**src/core/sram_link_params.svh**
```systemverilog
`ifndef SRAM_LINK_PARAMS_SVH
`define SRAM_LINK_PARAMS_SVH

// Word address width, one address per data word of a burst
`define LINK_ADDR_W    23
// Data word width on both data ports
`define LINK_WORD_W    18
// Width of one byte lane governed by one byte write select
`define LINK_BYTE_W    9
// Byte lanes per data word
`define LINK_BYTE_CNT  2
// Words per burst
`define LINK_BURST_LEN 4
// Data edges from the starting positive rise to the first write word
`define LINK_WR_FIRST  2
// Data edges from the starting positive rise to the first read word (2.5 cycles)
`define LINK_RD_FIRST  5
// Depth of the per-edge transaction pipeline
`define LINK_PIPE_LEN  9
// Entries of the command buffer in front of the controller
`define LINK_BUF_DEPTH 2

`endif

```
**src/core/sram_link_pkg.sv**
```systemverilog
package sram_link_pkg;

  // Input clock pair state as made by the controller
  typedef enum logic [1:0] {
    LINK_PARKED = 2'b00,
    LINK_RUN    = 2'b01
  } link_state_t;

endpackage

```
**src/core/sram_link_if.sv**
```systemverilog
`timescale 1ns/1ps
`include "sram_link_params.svh"

interface sram_link_if #(
  parameter int ADDR_W   = `LINK_ADDR_W,
  parameter int WORD_W   = `LINK_WORD_W,
  parameter int BYTE_CNT = `LINK_BYTE_CNT
);
  // Positive and negative input clocks, each sampled as a level
  logic                k;
  logic                k_n;
  // Shared address, latched on rises of both input clocks
  logic [ADDR_W-1:0]   addr;
  // Port selects, active low
  logic                read_port_select_n;
  logic                write_port_select_n;
  // Write data and byte write selects, active low
  logic [WORD_W-1:0]   d;
  logic [BYTE_CNT-1:0] byte_write_select_n;
  // Read data and its output enable, low while driven
  logic [WORD_W-1:0]   q;
  logic                q_oe_n;

  // Memory end
  modport dev (
    input  k, k_n, addr, read_port_select_n, write_port_select_n, d, byte_write_select_n,
    output q, q_oe_n
  );

  // Controller end
  modport ctrl (
    output k, k_n, addr, read_port_select_n, write_port_select_n, d, byte_write_select_n,
    input  q, q_oe_n
  );
endinterface

```
**src/core/burst_buffer.sv**
```systemverilog
`timescale 1ns/1ps
`include "sram_link_params.svh"

module burst_buffer #(
  parameter int WIDTH = 8,
  parameter int DEPTH = `LINK_BUF_DEPTH
) (
  input  wire logic             sys_clk,
  input  wire logic             rst,
  input  wire logic             in_valid,
  output logic                  in_ready,
  input  wire logic [WIDTH-1:0] in_data,
  output logic                  out_valid,
  input  wire logic             out_ready,
  output logic      [WIDTH-1:0] out_data
);
  localparam int PW = (DEPTH > 1) ? $clog2(DEPTH) : 1;

  // Entry storage and pointers
  logic [WIDTH-1:0] slot_reg [DEPTH];
  logic [PW-1:0]    wr_ptr_reg;
  logic [PW-1:0]    rd_ptr_reg;
  logic [PW:0]      count_reg;

  // Handshake decode
  wire push = in_valid & in_ready;
  wire pop  = out_valid & out_ready;

  assign in_ready  = (count_reg != (PW+1)'(DEPTH));
  assign out_valid = (count_reg != '0);
  assign out_data  = slot_reg[rd_ptr_reg];

  // Pointer wrap helper
  function automatic logic [PW-1:0] bump(input logic [PW-1:0] p);
    bump = (p == PW'(DEPTH - 1)) ? '0 : p + PW'(1);
  endfunction

  // Pointers and fill count
  always_ff @(posedge sys_clk) begin
    if (rst) begin
      wr_ptr_reg <= '0;
      rd_ptr_reg <= '0;
      count_reg  <= '0;
    end else begin
      if (push) wr_ptr_reg <= bump(wr_ptr_reg);
      if (pop) rd_ptr_reg <= bump(rd_ptr_reg);
      count_reg <= count_reg + (PW+1)'(push) - (PW+1)'(pop);
    end
  end

  // Entry write
  always_ff @(posedge sys_clk) begin
    if (push) slot_reg[wr_ptr_reg] <= in_data;
  end
endmodule // burst_buffer

```
**src/core/sram_controller.sv**
```systemverilog
`timescale 1ns/1ps
`include "sram_link_params.svh"

module sram_controller
  import sram_link_pkg::*;
#(
  parameter int ADDR_W   = `LINK_ADDR_W,
  parameter int BYTE_W   = `LINK_BYTE_W,
  parameter int BYTE_CNT = `LINK_BYTE_CNT,
  parameter int WORD_W   = BYTE_W * BYTE_CNT,
  parameter int BL       = `LINK_BURST_LEN
) (
  input  wire logic                   sys_clk,
  input  wire logic                   rst,
  input  wire logic                   clk_stop,
  input  wire logic                   cmd_valid,
  output logic                        cmd_ready,
  input  wire logic                   cmd_write,
  input  wire logic [ADDR_W-1:0]      cmd_addr,
  input  wire logic [BL*WORD_W-1:0]   cmd_wdata,
  input  wire logic [BL*BYTE_CNT-1:0] cmd_bws_n,
  output logic                        rd_valid,
  output logic      [BL*WORD_W-1:0]   rd_data,
  sram_link_if.ctrl                   link
);
  // One stage more than the device: the device sees each edge a cycle later
  localparam int PD = `LINK_PIPE_LEN + 1;
  localparam int RF = `LINK_RD_FIRST;
  localparam int DW = BL * WORD_W;
  localparam int MW = BL * BYTE_CNT;
  localparam int CW = 1 + ADDR_W + DW + MW;

  // Clock pair state and pins
  link_state_t         state_reg;
  link_state_t         state_next;
  logic                k_reg;
  logic                kn_reg;
  logic                k_next;
  logic                kn_next;
  // Command pins
  logic [ADDR_W-1:0]   addr_reg;
  logic                rps_n_reg;
  logic                wps_n_reg;
  logic [WORD_W-1:0]   d_reg;
  logic [BYTE_CNT-1:0] bws_n_reg;
  // Start history and write slot per edge
  logic                rd_last_reg;
  logic                wr_last_reg;
  logic [PD-1:0]       rd_pipe_reg;
  logic [PD-1:0]       wr_pipe_reg;
  logic [PD-1:0]       slot_pipe_reg;
  logic                wslot_reg;
  logic [DW-1:0]       sdata_reg [2];
  logic [MW-1:0]       sbws_reg  [2];
  // Read assembly and result
  logic [DW-1:0]       acc_reg;
  logic                rd_valid_reg;
  logic [DW-1:0]       rd_data_reg;
  // Buffer output side
  logic                buf_valid;
  logic [CW-1:0]       buf_data;
  // Start taken from the buffer on this edge
  logic                launch;
  // Next data word selection
  logic [WORD_W-1:0]   d_next;
  logic [BYTE_CNT-1:0] bws_next;

  // Command buffer, stalls the user while full
  burst_buffer #(.WIDTH(CW), .DEPTH(`LINK_BUF_DEPTH)) u_cmd_buf (
    .sys_clk   (sys_clk),
    .rst       (rst),
    .in_valid  (cmd_valid),
    .in_ready  (cmd_ready),
    .in_data   ({cmd_write, cmd_addr, cmd_wdata, cmd_bws_n}),
    .out_valid (buf_valid),
    .out_ready (launch),
    .out_data  (buf_data)
  );

  // Buffer fields
  wire               buf_write = buf_data[CW-1];
  wire [ADDR_W-1:0]  buf_addr  = buf_data[DW+MW +: ADDR_W];

  // Park only with no burst in flight
  // park both high
  wire idle = ~|{rd_pipe_reg, wr_pipe_reg};
  assign state_next = (clk_stop && (idle || state_reg == LINK_PARKED)) ? LINK_PARKED : LINK_RUN;
  // Parked pair is high; restart drops the positive clock first
  wire parked_now = k_reg & kn_reg;
  assign k_next  = (state_next == LINK_PARKED) ? 1'h1 : (parked_now ? 1'h0 : ~k_reg);
  assign kn_next = (state_next == LINK_PARKED) ? 1'h1 : (parked_now ? 1'h1 : ~kn_reg);
  wire gen_krise = k_next & ~k_reg;
  wire gen_edge  = gen_krise | (kn_next & ~kn_reg);

  // Start only on a positive rise, never the same type twice running
  // no back-to-back type
  wire launch_ok = gen_krise & (state_next == LINK_RUN) & buf_valid;
  assign launch  = launch_ok & (buf_write ? ~wr_last_reg : ~rd_last_reg);
  wire launch_rd = launch & ~buf_write;
  wire launch_wr = launch & buf_write;

  // Pins from registers
  assign link.k                   = k_reg;
  assign link.k_n                 = kn_reg;
  assign link.addr                = addr_reg;
  assign link.read_port_select_n  = rps_n_reg;
  assign link.write_port_select_n = wps_n_reg;
  assign link.d                   = d_reg;
  assign link.byte_write_select_n = bws_n_reg;
  assign rd_valid                 = rd_valid_reg;
  assign rd_data                  = rd_data_reg;

  // Write word due on the next data edge, device takes it on that same edge a cycle later
  // words on edges 2..5
  always_comb begin
    d_next   = '0;
    bws_next = '1;
    for (int i = 0; i < BL; i++) begin
      if (wr_pipe_reg[i+1]) begin
        d_next   = sdata_reg[slot_pipe_reg[i+1]][i*WORD_W +: WORD_W];
        bws_next = sbws_reg[slot_pipe_reg[i+1]][i*BYTE_CNT +: BYTE_CNT];
      end
    end
  end

  // Clock generation and command pins
  always_ff @(posedge sys_clk) begin
    if (rst) begin
      state_reg <= LINK_PARKED;
      k_reg     <= 1'h1;
      kn_reg    <= 1'h1;
      rps_n_reg <= 1'h1;
      wps_n_reg <= 1'h1;
      addr_reg  <= '0;
    end else begin
      state_reg <= state_next;
      k_reg     <= k_next;
      kn_reg    <= kn_next;
      rps_n_reg <= ~launch_rd;
      wps_n_reg <= ~launch_wr;
      if (launch) addr_reg <= buf_addr;
    end
  end

  // Start history and pipelines
  always_ff @(posedge sys_clk) begin
    if (rst) begin
      rd_last_reg   <= 1'h0;
      wr_last_reg   <= 1'h0;
      rd_pipe_reg   <= '0;
      wr_pipe_reg   <= '0;
      slot_pipe_reg <= '0;
      wslot_reg     <= 1'h0;
      d_reg         <= '0;
      bws_n_reg     <= '1;
    end else begin
      if (gen_krise) begin
        rd_last_reg <= launch_rd;
        wr_last_reg <= launch_wr;
      end
      if (gen_edge) begin
        rd_pipe_reg   <= {rd_pipe_reg[PD-2:0], launch_rd};
        wr_pipe_reg   <= {wr_pipe_reg[PD-2:0], launch_wr};
        slot_pipe_reg <= {slot_pipe_reg[PD-2:0], wslot_reg};
        d_reg         <= d_next;
        bws_n_reg     <= bws_next;
      end
      if (launch_wr) wslot_reg <= ~wslot_reg;
    end
  end

  // Hold write burst data for its slot
  always_ff @(posedge sys_clk) begin
    if (launch_wr) begin
      sdata_reg[wslot_reg] <= buf_data[MW +: DW];
      sbws_reg[wslot_reg]  <= buf_data[MW-1:0];
    end
  end

  // Read word capture, one per data edge
  for (genvar i = 0; i < BL; i++) begin : g_cap
    always_ff @(posedge sys_clk) begin
      if (gen_edge && rd_pipe_reg[RF+1+i]) acc_reg[i*WORD_W +: WORD_W] <= link.q;
    end
  end

  // Whole burst result, one-cycle pulse
  always_ff @(posedge sys_clk) begin
    if (rst) begin
      rd_valid_reg <= 1'h0;
      rd_data_reg  <= '0;
    end else begin
      rd_valid_reg <= gen_edge & rd_pipe_reg[RF+BL];
      if (gen_edge && rd_pipe_reg[RF+BL]) rd_data_reg <= {link.q, acc_reg[DW-WORD_W-1:0]};
    end
  end
endmodule // sram_controller

```
**src/flat_wrapper.sv**
```systemverilog
// flat-port wrapper written by rule: the top's interface ports become plain ports
module sram_controller_flat import sram_link_pkg::*;
#(
  parameter int ADDR_W   = `LINK_ADDR_W,
  parameter int BYTE_W   = `LINK_BYTE_W,
  parameter int BYTE_CNT = `LINK_BYTE_CNT,
  parameter int WORD_W   = BYTE_W * BYTE_CNT,
  parameter int BL       = `LINK_BURST_LEN
)
  (sys_clk, rst, clk_stop, cmd_valid, cmd_ready, cmd_write, cmd_addr, cmd_wdata, cmd_bws_n, rd_valid, rd_data, link_k, link_k_n, link_addr, link_read_port_select_n, link_write_port_select_n, link_d, link_byte_write_select_n, link_q, link_q_oe_n);
  sram_link_if #(.ADDR_W(ADDR_W), .WORD_W(WORD_W), .BYTE_CNT(BYTE_CNT)) link_i ();
  input  wire logic sys_clk;
  input  wire logic rst;
  input  wire logic clk_stop;
  input  wire logic cmd_valid;
  output logic cmd_ready;
  input  wire logic cmd_write;
  input  wire logic [ADDR_W-1:0] cmd_addr;
  input  wire logic [BL*WORD_W-1:0] cmd_wdata;
  input  wire logic [BL*BYTE_CNT-1:0] cmd_bws_n;
  output logic rd_valid;
  output logic      [BL*WORD_W-1:0] rd_data;
  output wire logic [$bits(link_i.k)-1:0] link_k;
  output wire logic [$bits(link_i.k_n)-1:0] link_k_n;
  output wire logic [$bits(link_i.addr)-1:0] link_addr;
  output wire logic [$bits(link_i.read_port_select_n)-1:0] link_read_port_select_n;
  output wire logic [$bits(link_i.write_port_select_n)-1:0] link_write_port_select_n;
  output wire logic [$bits(link_i.d)-1:0] link_d;
  output wire logic [$bits(link_i.byte_write_select_n)-1:0] link_byte_write_select_n;
  input wire logic [$bits(link_i.q)-1:0] link_q;
  input wire logic [$bits(link_i.q_oe_n)-1:0] link_q_oe_n;
  assign link_k = link_i.k;
  assign link_k_n = link_i.k_n;
  assign link_addr = link_i.addr;
  assign link_read_port_select_n = link_i.read_port_select_n;
  assign link_write_port_select_n = link_i.write_port_select_n;
  assign link_d = link_i.d;
  assign link_byte_write_select_n = link_i.byte_write_select_n;
  assign link_i.q = link_q;
  assign link_i.q_oe_n = link_q_oe_n;
  sram_controller #(.ADDR_W(ADDR_W), .BYTE_W(BYTE_W), .BYTE_CNT(BYTE_CNT), .WORD_W(WORD_W), .BL(BL)) u_core (.sys_clk(sys_clk), .rst(rst), .clk_stop(clk_stop), .cmd_valid(cmd_valid), .cmd_ready(cmd_ready), .cmd_write(cmd_write), .cmd_addr(cmd_addr), .cmd_wdata(cmd_wdata), .cmd_bws_n(cmd_bws_n), .rd_valid(rd_valid), .rd_data(rd_data), .link(link_i));
endmodule
```
**config.mk**
```make
export PLATFORM = sky130hd
export DESIGN_NAME = sram_controller_flat
export DESIGN_NICKNAME = d
export VERILOG_FILES = /design/src/core/sram_link_pkg.sv /design/src/core/sram_link_if.sv /design/src/core/burst_buffer.sv /design/src/core/sram_controller.sv /design/src/flat_wrapper.sv
export VERILOG_INCLUDE_DIRS = /design/src /design/src/core
export SDC_FILE = /design/constraint.sdc
export NUM_CORES = 1
export LEC_CHECK = 0
export BUFFER_PORTS_ARGS = -buffer_cell sky130_fd_sc_hd__buf_2
export CAP_MARGIN = 0
export CELL_PAD_IN_SITES_DETAIL_PLACEMENT = 1
export CELL_PAD_IN_SITES_GLOBAL_PLACEMENT = 1
export CORE_ASPECT_RATIO = 0.8
export CORE_MARGIN = 2
export CORE_UTILIZATION = 48
export CTS_CLUSTER_DIAMETER = 40
export CTS_CLUSTER_SIZE = 28
export DETAILED_ROUTE_END_ITERATION = 12
export PLACE_DENSITY = 0.85
export REMOVE_ABC_BUFFERS = 1
export SYNTH_ARGS = -nofsm -noshare
export SYNTH_HDL_FRONTEND = slang
export SYNTH_HIERARCHICAL = 1
export SYNTH_SLANG_ARGS = --single-unit
```
**constraint.sdc**
```tcl
create_clock -name sys_clk -period 5.6 [get_ports sys_clk]
set_input_delay 0.84 -clock sys_clk [delete_from_list [all_inputs] [get_ports sys_clk]]
set_output_delay 0.84 -clock sys_clk [all_outputs]
set_load 0.01 [all_outputs]
```
# Word level (Yosys, flattened, before mapping)
# Memories as Yosys holds them, arrays and structs flattened. A register that Yosys moved wholly into a read port is not among the register bits.
# Cells that the tools add are included.
# totals
reg_bits	208
elab_cells	100
in_bits	127
ramBits	368
memories	3
output_inout_bits	121
# op_classes
eq_ne	2
muxes	38
n_addsub	4
bitwise	20
reduce_logical	11
# mem_list
memory	words	word_bits	read_ports	rd_ports_with_merged_regs	wr	line_no	rtl
u_core.u_cmd_buf.slot_reg	2	104	1	1	1	burst_buffer.sv:20	logic [WIDTH-1:0] slot_reg [DEPTH];
u_core.sdata_reg	2	72	4	4	1	sram_controller.sv:53	logic [DW-1:0] sdata_reg [2];
u_core.sbws_reg	2	8	4	4	1	sram_controller.sv:54	logic [MW-1:0] sbws_reg [2];
# ops
cell	n
$mux 18	4
$mux 1	30
$reduce_or 20->1	1
$and 1x1->1	11
$mux 2	4
$not 1->1	8
$logic_and 1x1->1	5
$logic_not 2->1	2
$add 1x1->1 const B	2
$add 2x1->2	1
$eq 2x1->1 const B	1
$ne 2x2->1 const B	1
$reduce_bool 2->1	1
$sub 2x1->2	1
$logic_not 1->1	1
$logic_or 1x1->1	1
$or 1x1->1	1

# Logic depth before layout (Yosys ltp)
# depth
word_depth	14
mapped_depth	13
mapped_depth_nobuf	11

# Modules after synthesis
# The synthesis kept the hierarchy.
# by_module_without_submodules
mod	n_inst	seq_area_each_um2	cells_each	area_each_um2
sram_controller	1	9489.1	1001	13022.5
burst_buffer	1	6346.1	353	8013.9

# Worst setup path before layout
# Ideal clock, no wire load.
# synth_timing
path_kind	flip-flop to flip-flop
start	register with a tool-made name
end	memory u_core/sbws_reg[0][0] (netlist bit), enable pin
setup_time_ns	0.434
path_buffers	2
required_time_ns	5.166
path_slack_ns	1.542
period_less_slack_ns	4.058
stages_incl_launch_ff	9
arrival_time_ns	3.624
cell_sequence	dfxtp_1 > buf_6 > buf_2 > mux2_2 > mux2_4 > nor4b_4 > o21ai_4 > or3_1 > inv_1
# synth_lines
item	line_no
end, declared	sram_controller.sv:54

# Worst setup path in the final report
# layout_timing
start	register u_core.wr_pipe_reg[4]
end	memory u_core/sdata_reg[0][63] (netlist bit), enable pin
# layout_via
elab_chain_cells	14
word_cells_on_any_way	15
cone_classes	eq/ne: 1; mux: 4; bitwise: 5; reduce/logical: 5
# layout_lines
item	line_no	rtl
start, declared	sram_controller.sv:50	logic [PD-1:0] wr_pipe_reg;
start signal, assigned	sram_controller.sv:163	wr_pipe_reg <= {wr_pipe_reg[PD-2:0], launch_wr};
$reduce_or 20->1 *	sram_controller.sv:86	wire idle = ~|{rd_pipe_reg, wr_pipe_reg};
$logic_not 1->1 *	sram_controller.sv:86	
$logic_or 1x1->1 *	sram_controller.sv:87	assign state_next = (clk_stop && (idle || state_reg == LINK_PARKED)) ? LINK_PARKED : LINK_RUN;
$logic_and 1x1->1 *	sram_controller.sv:87	
$mux 1 *	sram_controller.sv:87	
$logic_not 2->1	sram_controller.sv:90	assign k_next = (state_next == LINK_PARKED) ? 1'h1 : (parked_now ? 1'h0 : ~k_reg);
$mux 1	sram_controller.sv:90	
$and 1x1->1	sram_controller.sv:92	wire gen_krise = k_next & ~k_reg;
$and 1x1->1 * (2 in series)	sram_controller.sv:97	wire launch_ok = gen_krise & (state_next == LINK_RUN) & buf_valid;
$and 1x1->1 *	sram_controller.sv:98	assign launch = launch_ok & (buf_write ? ~wr_last_reg : ~rd_last_reg);
$and 1x1->1 *	sram_controller.sv:100	wire launch_wr = launch & buf_write;
$mux 1 *	sram_controller.sv:174	if (launch_wr) begin
$mux 1 (not written as such) *	sram_controller.sv:175	sdata_reg[wslot_reg] <= buf_data[MW +: DW];
end, declared	sram_controller.sv:53	
# Mark *: on every way between the ends. The rest lies on a longest branch, timed or not.

==> summary.md <==
| Metric | Value |
|---|---|
| Final HPWL DP | `30.8 mm` |
| Combinational group share of total power | `3.8%` |
| Mean Syn Cell Area | `roughly 16 sq um` |
| Layout area overhead | `17.6%` |
| Initial Util | `~49%` |
| VDD IR-drop max | `0.230 mV` |
| Most used flip-flop cell after synthesis | `edfxtp_1` |
| Share of total power in the clock network | `43.6%` |
| Main combinational cell family by area after synthesis | `multiplexers` |
| Max_cap viols | `0` |
| Max Root-Sink Buffers | `3` |
| Register bit total from synthesis | `between 500 and 600` |
| RSZ-0062 raised after global routing | `no` |
| Die ar. | `around 46000 sq um` |
| Synth Area in Adders | `0.0595%` |
| EDFF count, synth | `422` |
| Initial DRT Pass Iterations | `5` |
| Reg power frac | `52.7%` |
| Power Dens Cells | `368 nW/um^2` |
| GR Overflow Total | `0` |
| TNS Setup | `0 ps` |
| Worst hold path depth | `1` |
| Outcome | `completed` |
| Synth Area in Compound Gates | `5.34%` |
| CP Class | `register to register` |
| Share of flip-flops with an asynchronous set or reset | `0%` |
| Clock Sink Count | `580` |
| Most frequent cells in the layout | `edfxtp_1 (422), buf_2 (245), nand2_1 (198)` |
| Post-CTS Repair Setup Buffers | `0` |
| Worst-Margin Slew | `1180 ps` |
| Global-route wire length before repair | `between 70 and 80 mm` |
| Initial antenna violation count | `4` |
| ANT nets after route | `0` |
| Vias in the first global route | `13.6k` |
| Row cnt | `between 60 and 70` |
| Min-Delay Path Class | `input port to register` |
| CP max FO | `47` |
| Inst Count DP | `2106` |
| Final min period | `3680 ps` |
| Gpl congestion | `0.731` |
| Synth warn | `6` |
| Post-route DRC | `0` |
| CTS tree | `built` |
| Post-Syn Area | `21000 sq um` |
| Final count of negative-setup-slack endpoints | `0` |
| Tcrit/Tclk final | `65.6%` |
| Worst Path Required | `5940 ps` |
| Startpoint types | `register` |
| Port buffer count | `246` |
| Final nets | `around 1.7k` |
| Largest register FFs | `208` |
| Post-synthesis sequential area ratio | `between 70% and 80%` |
| Height of the die | `191 um` |
| XOR/XNOR Fraction of Synth Area | `0.0416%` |
| DR iter-0 viols | `793` |
| Switching fraction of total power | `between 20 and 25%` |
| CP startpoint | `u_core/wr_pipe_reg[4]` |
| Cells after synthesis | `1354` |
| Max Clock Skew | `~25 ps` |
| Synth cell types | `45` |
| Via density | `5.56` |
| Vias | `12.3k` |
| H-tree levels | `2` |
| Num CTS Buffers | `57` |
| I/O pin total | `~250` |
| CP endpoint kind | `register` |
| Commonest non-fill, non-tap cell in the layout | `edfxtp_1` |
| Hold Startpoint | `cmd_wdata[1]` |
| Routed len/inst | `~24 um` |
| Multiplexer area fraction after synthesis | `11.7%` |
| Clock-pin transition on the worst setup and hold timing paths | `70 ps` |
| Pleak | `8.86 nW` |
| Finished Core Util | `57.2%` |
| Worst r2r src | `u_core/wr_pipe_reg[4]` |
| CTS Hold Bufs | `0` |
| DRT Wirelength | `approximately 52 mm` |
| Slew HR | `20.9%` |
| Core outline area | `between 40000 and 50000 sq um` |
| Largest net degree at the start of global routing | `80` |
| Int Pwr | `0.00705 W` |
| CP arrival | `4020 ps` |
| Die width | `238 um` |
| Reg2reg path depth | `8` |
| Layout Cells excl Fill | `2218` |
| Final hold violations | `0` |
| Root Driver | `clkbuf_16` |
| # resized after CTS | `0` |
| Simple-gate share of the synthesized area | `5.65%` |
| Clock network latency to the later pin of the worst-skew pair | `630 ps` |
| Overall Power | `0.00909 W` |
| Total GRT Usage | `between 20% and 30%` |
| Share of cells above drive strength 1 | `31.0%` |
| WHS | `398 ps` |
| FMAX | `272 MHz` |
| Slew Limit Fails | `0` |
| Sw power | `between 0.002 and 0.0025 W` |
## through the flow
stage                     setup slack [ps]  cell area (sq um)
after floorplan                      -1640              20700
after global placement                1880              22800
after detailed placement              1780              22800
after CTS                             1890              24700
after global routing                  1700              24700
final                                 1920              24700
## routing by layer
metal | share of wire (%) | vias to the layer above | GRT usage [%]
li1 | - | 5492 | -
met2 | 53 | 445 | 41.5
met5 | 0 | - | 0
met3 | 5.6 | 113 | 3.91
met1 | 38 | 6285 | 27.2
met4 | 3.1 | 0 | 9.30
## cell usage after synthesis, types with 2 or more instances
| cell type | number | area [sq um] |
|---|---|---|
| and2_1 | 2 | 12.5 |
| nor2_1 | 56 | 210 |
| nand2_1 | 200 | 751 |
| nand2b_1 | 3 | 18.8 |
| nand3b_1 | 2 | 15.0 |
| buf_1 | 2 | 7.51 |
| nand3_1 | 2 | 10.0 |
| a21oi_1 | 132 | 661 |
| dfxtp_1 | 158 | 3160 |
| o21ai_0 | 17 | 85.1 |
| clkbuf_1 | 46 | 173 |
| mux2_2 | 64 | 721 |
| mux2i_1 | 81 | 811 |
| or3_2 | 2 | 15.0 |
| a221oi_1 | 7 | 61.3 |
| inv_1 | 7 | 26.3 |
| o22ai_1 | 18 | 113 |
| edfxtp_1 | 422 | 12700 |
| nor3_1 | 2 | 10.0 |
| buf_2 | 12 | 60.1 |
| a211oi_1 | 21 | 158 |
| mux2_4 | 61 | 916 |
| nor2b_1 | 4 | 25.0 |
| nor4_1 | 2 | 12.5 |
| nor4_2 | 2 | 25.0 |
| buf_6 | 10 | 113 |
## power by group through the flow
stage / Sequential [W] / Combinational (W) / Clock, W
floorplan: 0.00488 / 0.000161 / 0
global placement: 0.00487 / 0.000312 / 0
detailed placement: 0.00488 / 0.000335 / 0
CTS: 0.00479 / 0.000344 / 0.00403
global route: 0.00480 / 0.000367 / 0.00418
finish: 0.00479 / 0.000341 / 0.00396
## kinds of logic after synthesis
logic type | count (synthesis)
multiplexers | 207
AND/OR/NAND/NOR | 286
adder cells (fa/ha/maj) | 1
buffers and inverters | 80
AO/OA/AOI/OAI | 199
XOR/XNOR | 1
flip-flops | 580
## worst paths after layout
| check | to | slack, ps |
|---|---|---|
| worst max register to register | u_core/sdata_reg[0][63] | 1920 |
| worst min-delay path | u_core/u_cmd_buf/slot_reg[1][9] | 400 |
| worst max-delay path | u_core/sdata_reg[0][63] | 1920 |
| worst min register to register | u_core/wr_last_reg | 460 |
## critical path, cell delays in order, from the launching register on
cell and delay, ps:
dfxtp_2 310, buf_4 280, nor2_4 350, nand4_1 270
o21ai_4 200, buf_4 420, or3_1 220, clkinv_2 740
buf_4 550
## final cells by class
class,instances,area (sq um)
fillers,4099,18500
multi-input cells,694,4810
well taps,560,701
inverters,8,33.8
clock inverters,42,469
diodes,5,12.5
repair buffers,264,1370
clock buffers,65,1500
flip-flops and latches,580,15800
No activity file was read; power rests on OpenSTA's default activity.
